### config.mk
export PLATFORM = sky130hd
export DESIGN_NAME = fqt_query_table
export DESIGN_NICKNAME = d
export VERILOG_FILES = /design/src/core/fqt_pkg.sv /design/src/core/fqt_query_table.sv
export VERILOG_INCLUDE_DIRS = /design/src /design/src/core
export SDC_FILE = /design/constraint.sdc
export NUM_CORES = 1
export LEC_CHECK = 0
export BUFFER_PORTS_ARGS = -buffer_cell sky130_fd_sc_hd__buf_2
export CORE_AREA = 2 2 126 128
export CTS_CLUSTER_DIAMETER = 100
export DETAILED_ROUTE_END_ITERATION = 10
export DIE_AREA = 0 0 128 130
export PLACE_DENSITY = 0.66
export SLEW_MARGIN = 10
export SYNTH_ARGS = -nofsm -noshare
export SYNTH_HDL_FRONTEND = slang
export SYNTH_SLANG_ARGS = --single-unit
### constraint.sdc
create_clock -name core_clk -period 3.75 [get_ports core_clk]
set_input_delay 0.375 -clock core_clk [delete_from_list [all_inputs] [get_ports core_clk]]
set_output_delay 0.375 -clock core_clk [all_outputs]
set_load 0.02 [all_outputs]
### src/core/fqt_cfg.svh
/*
  Offsets, fixed field values and geometry lookups of the flash query table.
  Assumes inclusion by the package and the table module; definitions only.
*/
`ifndef FQT_CFG_SVH
`define FQT_CFG_SVH

// Word offsets inside the query structure
`define FQT_OFF_BLK_STATE 8'h02
`define FQT_OFF_SIG0 8'h10
`define FQT_OFF_SIG1 8'h11
`define FQT_OFF_SIG2 8'h12
`define FQT_OFF_PRI_LO 8'h13
`define FQT_OFF_PRI_HI 8'h14
`define FQT_OFF_EXT_LO 8'h15
`define FQT_OFF_EXT_HI 8'h16
`define FQT_OFF_ALT_LO 8'h17
`define FQT_OFF_ALT_HI 8'h18
`define FQT_OFF_SEC_LO 8'h19
`define FQT_OFF_SEC_HI 8'h1A
`define FQT_OFF_VLOG_MIN 8'h1B
`define FQT_OFF_VLOG_MAX 8'h1C
`define FQT_OFF_VPRG_MIN 8'h1D
`define FQT_OFF_VPRG_MAX 8'h1E
`define FQT_OFF_WP_TYP 8'h1F
`define FQT_OFF_BW_TYP 8'h20
`define FQT_OFF_BE_TYP 8'h21
`define FQT_OFF_CE_TYP 8'h22
`define FQT_OFF_WP_MAX 8'h23
`define FQT_OFF_BW_MAX 8'h24
`define FQT_OFF_BE_MAX 8'h25
`define FQT_OFF_CE_MAX 8'h26
`define FQT_OFF_CAP 8'h27
`define FQT_OFF_IF_LO 8'h28
`define FQT_OFF_IF_HI 8'h29
`define FQT_OFF_WBUF_LO 8'h2A
`define FQT_OFF_WBUF_HI 8'h2B
`define FQT_OFF_REGIONS 8'h2C
`define FQT_OFF_RGN_B0 8'h2D
`define FQT_OFF_RGN_B1 8'h2E
`define FQT_OFF_RGN_B2 8'h2F
`define FQT_OFF_RGN_B3 8'h30

// Field contents
`define FQT_SIG0 8'h51
`define FQT_SIG1 8'h52
`define FQT_SIG2 8'h59
`define FQT_EXT_PTR 8'h31
`define FQT_VLOG_MIN 8'h27
`define FQT_VLOG_MAX 8'h36
`define FQT_VPRG 8'h00
`define FQT_WP_TYP 8'h08
`define FQT_BW_TYP 8'h08
`define FQT_BE_TYP 8'h0A
`define FQT_CE_NONE 8'h00
`define FQT_MAX_FACTOR 8'h04
`define FQT_CAP_BASE 8'h16
`define FQT_IF_X8X16 8'h02
`define FQT_WBUF_EXP 8'h05
`define FQT_REGION_CNT 8'h01
`define FQT_RGN_SIZE_HI 8'h02
`define FQT_RGN_Y_32M 8'h1F
`define FQT_RGN_Y_64M 8'h3F
`define FQT_RGN_Y_128M 8'h7F
`define FQT_RGN_Y_256M 8'hFF

// Arbitrary value for the primary command set code
`define FQT_PRI_CODE 16'h00A5

// Address layout: 64 Kword blocks
`define FQT_BLOCKS 256
`define FQT_WOFF_W 16
`define FQT_BLK_W 8

`endif

### src/core/fqt_pkg.sv
/*
  Types of the flash query table: read mode and the packed module state.
  Assumes fqt_cfg.svh sits beside it on the include path.
*/
`include "fqt_cfg.svh"

package fqt_pkg;

  typedef enum logic [0:0] {
    FQT_ARRAY = 1'b0,
    FQT_QUERY = 1'b1
  } fqt_mode_t;

  typedef struct packed {
    fqt_mode_t mode;
    logic [15:0] data;
    logic valid;
  } fqt_state_t;

endpackage

### src/core/fqt_query_table.sv
/*
  Query-mode read path of the flash: returns the query structure bytes and
  the per-block lock state byte while query mode is active, array data
  otherwise. Assumes the host read port is synchronous to core_clk and that
  the array controller supplies array data and lock bits on the same clock.
*/
`timescale 1ns/1ps
`default_nettype none
`include "fqt_cfg.svh"

module fqt_query_table
  import fqt_pkg::*;
#(
  parameter logic [1:0] CAP_SEL = 2'h2
) (
  input wire logic core_clk,
  input wire logic rst,
  input wire logic query_enter,
  input wire logic query_exit,
  input wire logic x8_mode,
  input wire logic rd_req,
  input wire logic [24:0] rd_addr,
  input wire logic [15:0] array_data,
  input wire logic [`FQT_BLOCKS-1:0] block_locked,
  output logic query_active,
  output logic [15:0] rd_data,
  output logic rd_valid
);

  fqt_state_t st_r;
  fqt_state_t st_nxt;
  logic [`FQT_WOFF_W-1:0] woff;
  logic [`FQT_BLK_W-1:0] blk;
  logic lock_sel;
  logic [7:0] q_byte;

  // Region block count low byte by capacity
  function automatic logic [7:0] rgn_y_lo(input logic [1:0] cap);
    case (cap)
      2'h0: rgn_y_lo = `FQT_RGN_Y_32M;
      2'h1: rgn_y_lo = `FQT_RGN_Y_64M;
      2'h2: rgn_y_lo = `FQT_RGN_Y_128M;
      default: rgn_y_lo = `FQT_RGN_Y_256M;
    endcase
  endfunction

  // Query structure byte at a word offset within a block
  function automatic logic [7:0] query_byte(
    input logic [`FQT_WOFF_W-1:0] off,
    input logic lk,
    input logic [1:0] cap
  );
    logic [7:0] b;
    b = 8'h00;
    if (off[15:8] == 8'h00) begin
      case (off[7:0])
        `FQT_OFF_BLK_STATE: b = {7'h00, lk};
        `FQT_OFF_SIG0: b = `FQT_SIG0;
        `FQT_OFF_SIG1: b = `FQT_SIG1;
        `FQT_OFF_SIG2: b = `FQT_SIG2;
        `FQT_OFF_PRI_LO: b = 8'(`FQT_PRI_CODE);
        `FQT_OFF_PRI_HI: b = 8'(`FQT_PRI_CODE >> 8);
        `FQT_OFF_EXT_LO: b = `FQT_EXT_PTR;
        `FQT_OFF_EXT_HI: b = 8'h00;
        `FQT_OFF_ALT_LO: b = 8'h00;
        `FQT_OFF_ALT_HI: b = 8'h00;
        `FQT_OFF_SEC_LO: b = 8'h00;
        `FQT_OFF_SEC_HI: b = 8'h00;
        `FQT_OFF_VLOG_MIN: b = `FQT_VLOG_MIN;
        `FQT_OFF_VLOG_MAX: b = `FQT_VLOG_MAX;
        `FQT_OFF_VPRG_MIN: b = `FQT_VPRG;
        `FQT_OFF_VPRG_MAX: b = `FQT_VPRG;
        `FQT_OFF_WP_TYP: b = `FQT_WP_TYP;
        `FQT_OFF_BW_TYP: b = `FQT_BW_TYP;
        `FQT_OFF_BE_TYP: b = `FQT_BE_TYP;
        `FQT_OFF_CE_TYP: b = `FQT_CE_NONE;
        `FQT_OFF_CE_MAX: b = `FQT_CE_NONE;
        `FQT_OFF_WP_MAX: b = `FQT_MAX_FACTOR;
        `FQT_OFF_BW_MAX: b = `FQT_MAX_FACTOR;
        `FQT_OFF_BE_MAX: b = `FQT_MAX_FACTOR;
        `FQT_OFF_CAP: b = `FQT_CAP_BASE + {6'h00, cap};
        `FQT_OFF_IF_LO: b = `FQT_IF_X8X16;
        `FQT_OFF_IF_HI: b = 8'h00;
        `FQT_OFF_WBUF_LO: b = `FQT_WBUF_EXP;
        `FQT_OFF_WBUF_HI: b = 8'h00;
        `FQT_OFF_REGIONS: b = `FQT_REGION_CNT;
        `FQT_OFF_RGN_B0: b = rgn_y_lo(cap);
        `FQT_OFF_RGN_B1: b = 8'h00;
        `FQT_OFF_RGN_B2: b = 8'h00;
        `FQT_OFF_RGN_B3: b = `FQT_RGN_SIZE_HI;
        default: b = 8'h00;
      endcase
    end
    query_byte = b;
  endfunction

  always_comb begin
    if (x8_mode) begin
      woff = rd_addr[16:1];
      blk = rd_addr[24:17];
    end else begin
      woff = rd_addr[15:0];
      blk = rd_addr[23:16];
    end
  end

  assign lock_sel = block_locked[blk];
  assign q_byte = query_byte(woff, lock_sel, CAP_SEL);

  always_comb begin
    st_nxt = st_r;
    st_nxt.valid = rd_req;
    if (query_enter) begin
      st_nxt.mode = FQT_QUERY;
    end else if (query_exit) begin
      st_nxt.mode = FQT_ARRAY;
    end
    if (rd_req) begin
      if (st_r.mode == FQT_QUERY) begin
        st_nxt.data = {8'h00, q_byte};
      end else begin
        st_nxt.data = array_data;
      end
    end
  end

  always_ff @(posedge core_clk) begin
    if (rst) begin
      st_r <= '{mode: FQT_ARRAY, data: 16'h0000, valid: 1'b0};
    end else begin
      st_r <= st_nxt;
    end
  end

  assign query_active = (st_r.mode == FQT_QUERY);
  assign rd_data = st_r.data;
  assign rd_valid = st_r.valid;
endmodule
`default_nettype wire

==> impl_metrics.json, run 1 <==
{
  "max_clock_freq_mhz": 316,
  "synth_edf_count": 0,
  "crit_required_ns": 3.94,
  "grt_util_met2_pct": 45.4,
  "start_kind": "primary input",
  "grt_pass1_wl_mm": 30.9,
  "layout-drive-gt1-share_pct": 41.2,
  "clk_pin_slew_ns": 0.05,
  "worst_pin_slew_ns": 0.931,
  "synth_common_cells": "nand2_1 (101), mux2i_1 (51), a21oi_1 (41)",
  "use_met3_pct": 1.80,
  "pin_count": 321,
  "critPathKind": "primary input to flip-flop",
  "num-nets-final": 1222,
  "die-width_um": 128,
  "clock_sinks": 18,
  "fin_ws_ns": 0.584,
  "start_util_pct": 29.4,
  "finalWirelength_mm": 20.7,
  "syn-cell-area_mm2": 0.00453,
  "synthFlopType": "dfxtp_1",
  "grt_overflow": 0,
  "syn_nets": 938,
  "vias": 6202,
  "crit_fanout": 20,
  "wl_per_cell_um": 18.6,
  "arrival_ns": 3.35,
  "drc": 0,
  "powerDensity_mw_per_mm2": 179,
  "core_area_mm2": 0.0154,
  "hold_ws_ns": 0.354,
  "clock_latency_ns": 0.24,
  "synth_top_cell_by_area": "mux2i_1",
  "hold_buffers": 0,
  "cts_max_level": 1,
  "finalCritPeriodShare_pct": 84.4,
  "row_count": 46,
  "syn_avg_cell_area_um2": 7.14,
  "numCtsBuffers": 3,
  "crit_chain": "buf_2 -> mux2i_2 -> nand2_1 -> a311oi_1 -> a211oi_1 -> a311oi_1 -> a211oi_1 -> nor4_1 -> a311o_1",
  "io_buffers": 320,
  "die_h_um": 130,
  "dp_hpwl_mm": 17.2,
  "setup_viol": 0,
  "place.gp.congestion": 0.933,
  "regArea_um2": 360,
  "synth_seq_cells": 18,
  "grt_max_degree": 57,
  "cts_setup_buffers": 0,
  "die_area_mm2": 0.0166,
  "pre_cts_slack_ns": 0.366,
  "rsz0062_at_grt": "no",
  "dpl.cell_count": 1106,
  "hold_violations": 0,
  "n_fill_cell": 1719,
  "critPathSlowestCell": "mux2i_2",
  "yosysMostFrequentCell": "nand2_1",
  "synth_top_area_share_pct": 11.3,
  "max_stage_delay_ns": 0.80,
  "finalSetupTns_ns": 0,
  "antenna_found_initial": 3,
  "finClkSkew_ns": 0.00338,
  "async_flop_share_pct": 0,
  "max-cap-violations": 0,
  "synth_area_leaders": "mux2i_1 (11%), nand2_1 (8.4%), dfxtp_1 (8.0%), mux4_2 (5.0%), mux4_1 (4.6%)",
  "stdcell_count": 1113,
  "syn_to_final_growth_pct": 39.8,
  "cts_tree": "done",
  "ant_nets": 0,
  "multiInputGateArea_mm2": 0.00388,
  "post_dp_cell_area_mm2": 0.00624,
  "avgViaCountPerCell": 5.57,
  "period_needed_ns": 3.17,
  "syn_inst": 635,
  "vdd_drop_max_uv": 146,
  "relSlewSlack_pct": 37.9,
  "grt_pass1_vias": 5963,
  "cts_buffer_depth": 2,
  "yosysSeqAreaShare_pct": 7.95,
  "grt_usage_pct": 23.3,
  "slew_violations": 0,
  "synth.distinct_cells": 71,
  "cp-end-kind": "flip-flop",
  "drtPass1Iterations": 5,
  "status": "finished, final reports clean",
  "post_cts_resized": 0,
  "hold_path_class": "primary input to flip-flop",
  "busiest_layer": "met2",
  "synth_warnings": 0,
  "design_area_mm2": 0.00633,
  "power.leakage_nw": 2.91,
  "drt_iter0_drc": 422,
  "cts_root_buffer": "clkbuf_16",
  "gr-usage-met1_pct": 26.7
}
flip-flops by register name, indices dropped and copies added, names as in the netlist:
register and flops:
rd_data 16, query_active 1, rd_valid 1
cell type report:
class,count,area share [%]
clock buffer,4,1.40
sequential,18,5.69
inverter,6,0.356
timing repair buffer,336,27.4
antenna,3,0.119
multi-input combinational,554,61.3
tap,192,3.79
per-layer routing:
layer | wire length, um | vias up
met5 | 0 | -
met4 | 584 | 0
met3 | 1090 | 37
met2 | 10900 | 276
met1 | 8180 | 2859
li1 | - | 3030
critical path, delay by kind of cell:
| kind | cells | cell delay, ns |
|---|---|---|
| multiplexers | 1 | 0.80 |
| buffers and inverters | 1 | 0.39 |
| AND/OR/NAND/NOR | 2 | 0.63 |
| AO/OA/AOI/OAI | 5 | 1.13 |
kinds of logic after synthesis:
| group | synth area share, % |
|---|---|
| flops | 7.95 |
| compound gates | 29.3 |
| simple gates | 29.9 |
| mux | 25.7 |
| buf+inv | 6.85 |
| xor+xnor | 0.387 |
where the power goes:
part / leakage (nW) / total, mW / internal, mW / switching, mW
Combinational: 2.72 / 0.701 / 0.331 / 0.370
Sequential: 0.148 / 0.205 / 0.202 / 0.00387
Clock: 0.0442 / 0.226 / 0.162 / 0.0642
worst paths after layout:
path	from	to	slack, ns	depth (start not counted)
max	x8_mode	rd_data[0]	0.58	9
min	query_enter	query_active	0.35	3
max reg2reg	query_active	rd_data[0]	2.13	5
min reg2reg	query_active	query_active	0.54	2
cell usage in the layout (no fill, tap or decap), types with 5 or more instances in the layout:
cell type and n:
nor3b_1 6, nand2b_1 9, mux2i_1 48, mux4_2 10
nand2_1 101, a21oi_1 41, o22ai_1 19, mux2_2 18
nand4_1 8, nor2_1 38, o21ai_0 23, nand3b_1 5
o221ai_1 8, o211ai_1 10, a31oi_1 13, inv_1 5
a311oi_1 8, nand3_1 30, a32oi_1 7, nor4_1 8
a211oi_1 14, nor3_1 13, buf_4 15, buf_2 320
nor2b_1 29, mux4_1 8, dfxtp_1 18
through the flow:
stage | total power, mW | utilization (%)
3_3_place_gp | 0.907 | 40.4
2_1_floorplan | 0.620 | -
3_5_place_dp | 0.908 | 40.4
4_1_cts | 1.14 | 41.0
6_report | 1.13 | 41.1
5_1_grt | 1.21 | 41.1
Power figures use the tool's default switching activity.
==> inputs of run 2 (changes only) <==
--- a/config.mk
+++ b/config.mk
@@ -6,12 +6,13 @@
 export SDC_FILE = /design/constraint.sdc
 export NUM_CORES = 1
 export LEC_CHECK = 0
+export ABC_AREA = 1
 export BUFFER_PORTS_ARGS = -buffer_cell sky130_fd_sc_hd__buf_2
-export CORE_AREA = 2 2 126 128
+export CORE_AREA = 2 2 125 127
 export CTS_CLUSTER_DIAMETER = 100
 export DETAILED_ROUTE_END_ITERATION = 10
-export DIE_AREA = 0 0 128 130
-export PLACE_DENSITY = 0.66
+export DIE_AREA = 0 0 127 129
+export PLACE_DENSITY = 0.63
 export SLEW_MARGIN = 10
 export SYNTH_ARGS = -nofsm -noshare
 export SYNTH_HDL_FRONTEND = slang
==> constraint.sdc (replaced) <==
create_clock -name core_clk -period 3.24 [get_ports core_clk]
set_input_delay 0.324 -clock core_clk [delete_from_list [all_inputs] [get_ports core_clk]]
set_output_delay 0.324 -clock core_clk [all_outputs]
set_load 0.02 [all_outputs]
==> impl_metrics.json, run 2 <==
{
  "status": "finished, final reports clean",
  "cts_buffer_depth": 2,
  "avgViaCountPerCell": 4.93,
  "core_area_mm2": 0.0150,
  "dp_hpwl_mm": 15.3,
  "cp-endpoint": "rd_data[0]",
  "path_depth": 14,
  "cts_root_buffer": "clkbuf_16",
  "cts_tree": "done",
  "fin_total_pwr_mw": 1.30,
  "synth_top_area_share_pct": 33.7,
  "crit_fanout": 32,
  "synth_warnings": 0,
  "start_kind": "primary input",
  "finalCritPeriodShare_pct": 79.9,
  "syn-cell-area_mm2": 0.00398,
  "critPathKind": "primary input to flip-flop",
  "crit_path_start": "x8_mode",
  "die_h_um": 129,
  "synth_common_cells": "nand2_1 (312), nand3_1 (268), inv_1 (59)",
  "io_buffers": 320,
  "synth_edf_count": 0,
  "hold_violations": 0,
  "worst_pin_slew_ns": 0.886,
  "layout_commonest_cell": "buf_2",
  "grt_max_degree": 75,
  "synthFlopType": "dfxtp_1",
  "largest_reg_flops": 16,
  "synth.distinct_cells": 32,
  "cts_setup_buffers": 0,
  "cp-end-kind": "flip-flop",
  "powerDensity_mw_per_mm2": 226,
  "drt_iter0_drc": 544,
  "hold_buffers": 0,
  "rr_worst_depth": 4,
  "drc": 0,
  "async_flop_share_pct": 0,
  "finalWirelength_mm": 19.2,
  "mostFrequentLayoutCells": "buf_2 (320), nand2_1 (312), nand3_1 (268), inv_1 (59)",
  "reg2reg_from": "query_active",
  "die-width_um": 127,
  "grt_pass1_vias": 5831,
  "place.gp.congestion": 0.943,
  "grt_overflow": 0,
  "row_count": 45,
  "syn_nets": 1113,
  "pin_count": 321,
  "synth_top_cell_by_area": "nand3_1",
  "wl_per_cell_um": 15.0,
  "rsz0062_at_grt": "no",
  "clk_pin_slew_ns": 0.05,
  "yosysSeqAreaShare_pct": 9.06,
  "setup_viol": 0,
  "drtPass1Iterations": 5,
  "n_antenna_cell": 0,
  "crit_path_frequent_cell": "nand3_1",
  "syn_avg_cell_area_um2": 4.91,
  "numCtsBuffers": 3,
  "finalSetupTns_ns": 0,
  "hold_depth": 3,
  "yosysMostFrequentCell": "nand2_1",
  "period_needed_ns": 2.59,
  "max-cap-violations": 0,
  "num-nets-final": 1396,
  "r2r-end": "rd_data[4]",
  "relSlewSlack_pct": 40.7,
  "crit_chain": "buf_2 -> buf_4 -> o21ai_4 -> inv_2 -> nand3_1 -> nand3_1 -> nand3_1 -> nand3_1 -> nand3_1 -> nand3_1 -> nand3_1 -> nand2_1 -> nand2_1 -> nand2_1",
  "layout-drive-gt1-share_pct": 33.6,
  "arrival_ns": 2.74,
  "reg2reg_slack_ns": 1.72,
  "cts_max_level": 1,
  "clock_sinks": 18,
  "crit_required_ns": 3.39,
  "synth_seq_cells": 18,
  "slew_violations": 0,
  "vdd_drop_max_uv": 179,
  "syn_inst": 810,
  "critPathSlowestCell": "o21ai_4",
  "post_cts_resized": 0,
  "start_util_pct": 26.5,
  "max_stage_delay_ns": 0.49,
  "finClkSkew_ns": 0.00254,
  "grt_usage_pct": 21.9,
  "synth_area_leaders": "nand3_1 (34%), nand2_1 (29%), dfxtp_1 (9.1%), inv_1 (5.6%), buf_2 (3.4%)",
  "max_clock_freq_mhz": 386,
  "syn_to_final_growth_pct": 45.2,
  "critPathTopFamily": "simple AND/OR/NAND/NOR gates",
  "power.leakage_nw": 3.21,
  "ant_nets": 0,
  "die_area_mm2": 0.0164,
  "grt_pass1_wl_mm": 29.3,
  "antenna_found_initial": 0,
  "hold_path_class": "primary input to flip-flop",
  "clock_latency_ns": 0.25,
  "vias": 6309,
  "path_buf_inv": 3
}
==> run 2: kinds of logic after synthesis <==
logic type,after synthesis,share of synthesized area (%)
buffers and inverters,124,14.0
AND/OR/NAND/NOR,625,69.9
flip-flops,18,9.06
AO/OA/AOI/OAI,43,7.05
==> run 2: per-layer routing <==
metal	up-vias	global-route usage [%]	wire length (um)
met4	0	3.68	276
met1	2778	29.2	8390
met3	24	2.66	1340
li1	3228	-	-
met5	-	0	0
met2	279	38.7	9180
==> run 2: cell type report <==
class | count | area [um^2]
Tap cell | 188 | 235
Fill cell | 1730 | 9210
Clock buffer | 3 | 75.1
Timing Repair Buffer | 331 | 1750
Sequential cell | 18 | 360
Inverter | 71 | 267
Multi-Input combinational cell | 668 | 3090
==> run 2: per-stage QoR <==
step	hold slack, ns	util [%]	setup slack (ns)	std cells	instance area (um^2)
floorplan	0.408	-	1.47	810	3980
global placement	0.449	38.0	0.291	1276	5700
detailed placement	0.456	38.0	0.297	1276	5700
CTS	0.280	38.5	0.560	1279	5770
global route	0.305	38.5	0.319	1279	5770
finish	0.277	38.5	0.651	1279	5770
==> run 2: worst min-delay path by stage <==
stage	slack (ns)	to	from
global placement	0.45	rd_data[9]	rd_data[9]
CTS	0.28	query_active	query_enter
detailed placement	0.46	rd_data[15]	rd_data[15]
global route	0.30	query_active	query_enter
floorplan	0.41	rd_valid	rst
finish	0.28	query_active	query_enter
==> run 2: report_power, final <==
group	total (mW)	switching, mW	internal [mW]
clock network	0.249	0.0867	0.163
registers	0.240	0.00729	0.233
logic	0.813	0.480	0.334
total	1.30	0.574	0.729
==> run 2: tightest hold or removal path, stage by stage <==
cell and delay, ns:
buf_2 0.07, a21oi_1 0.03, nor2_1 0.06
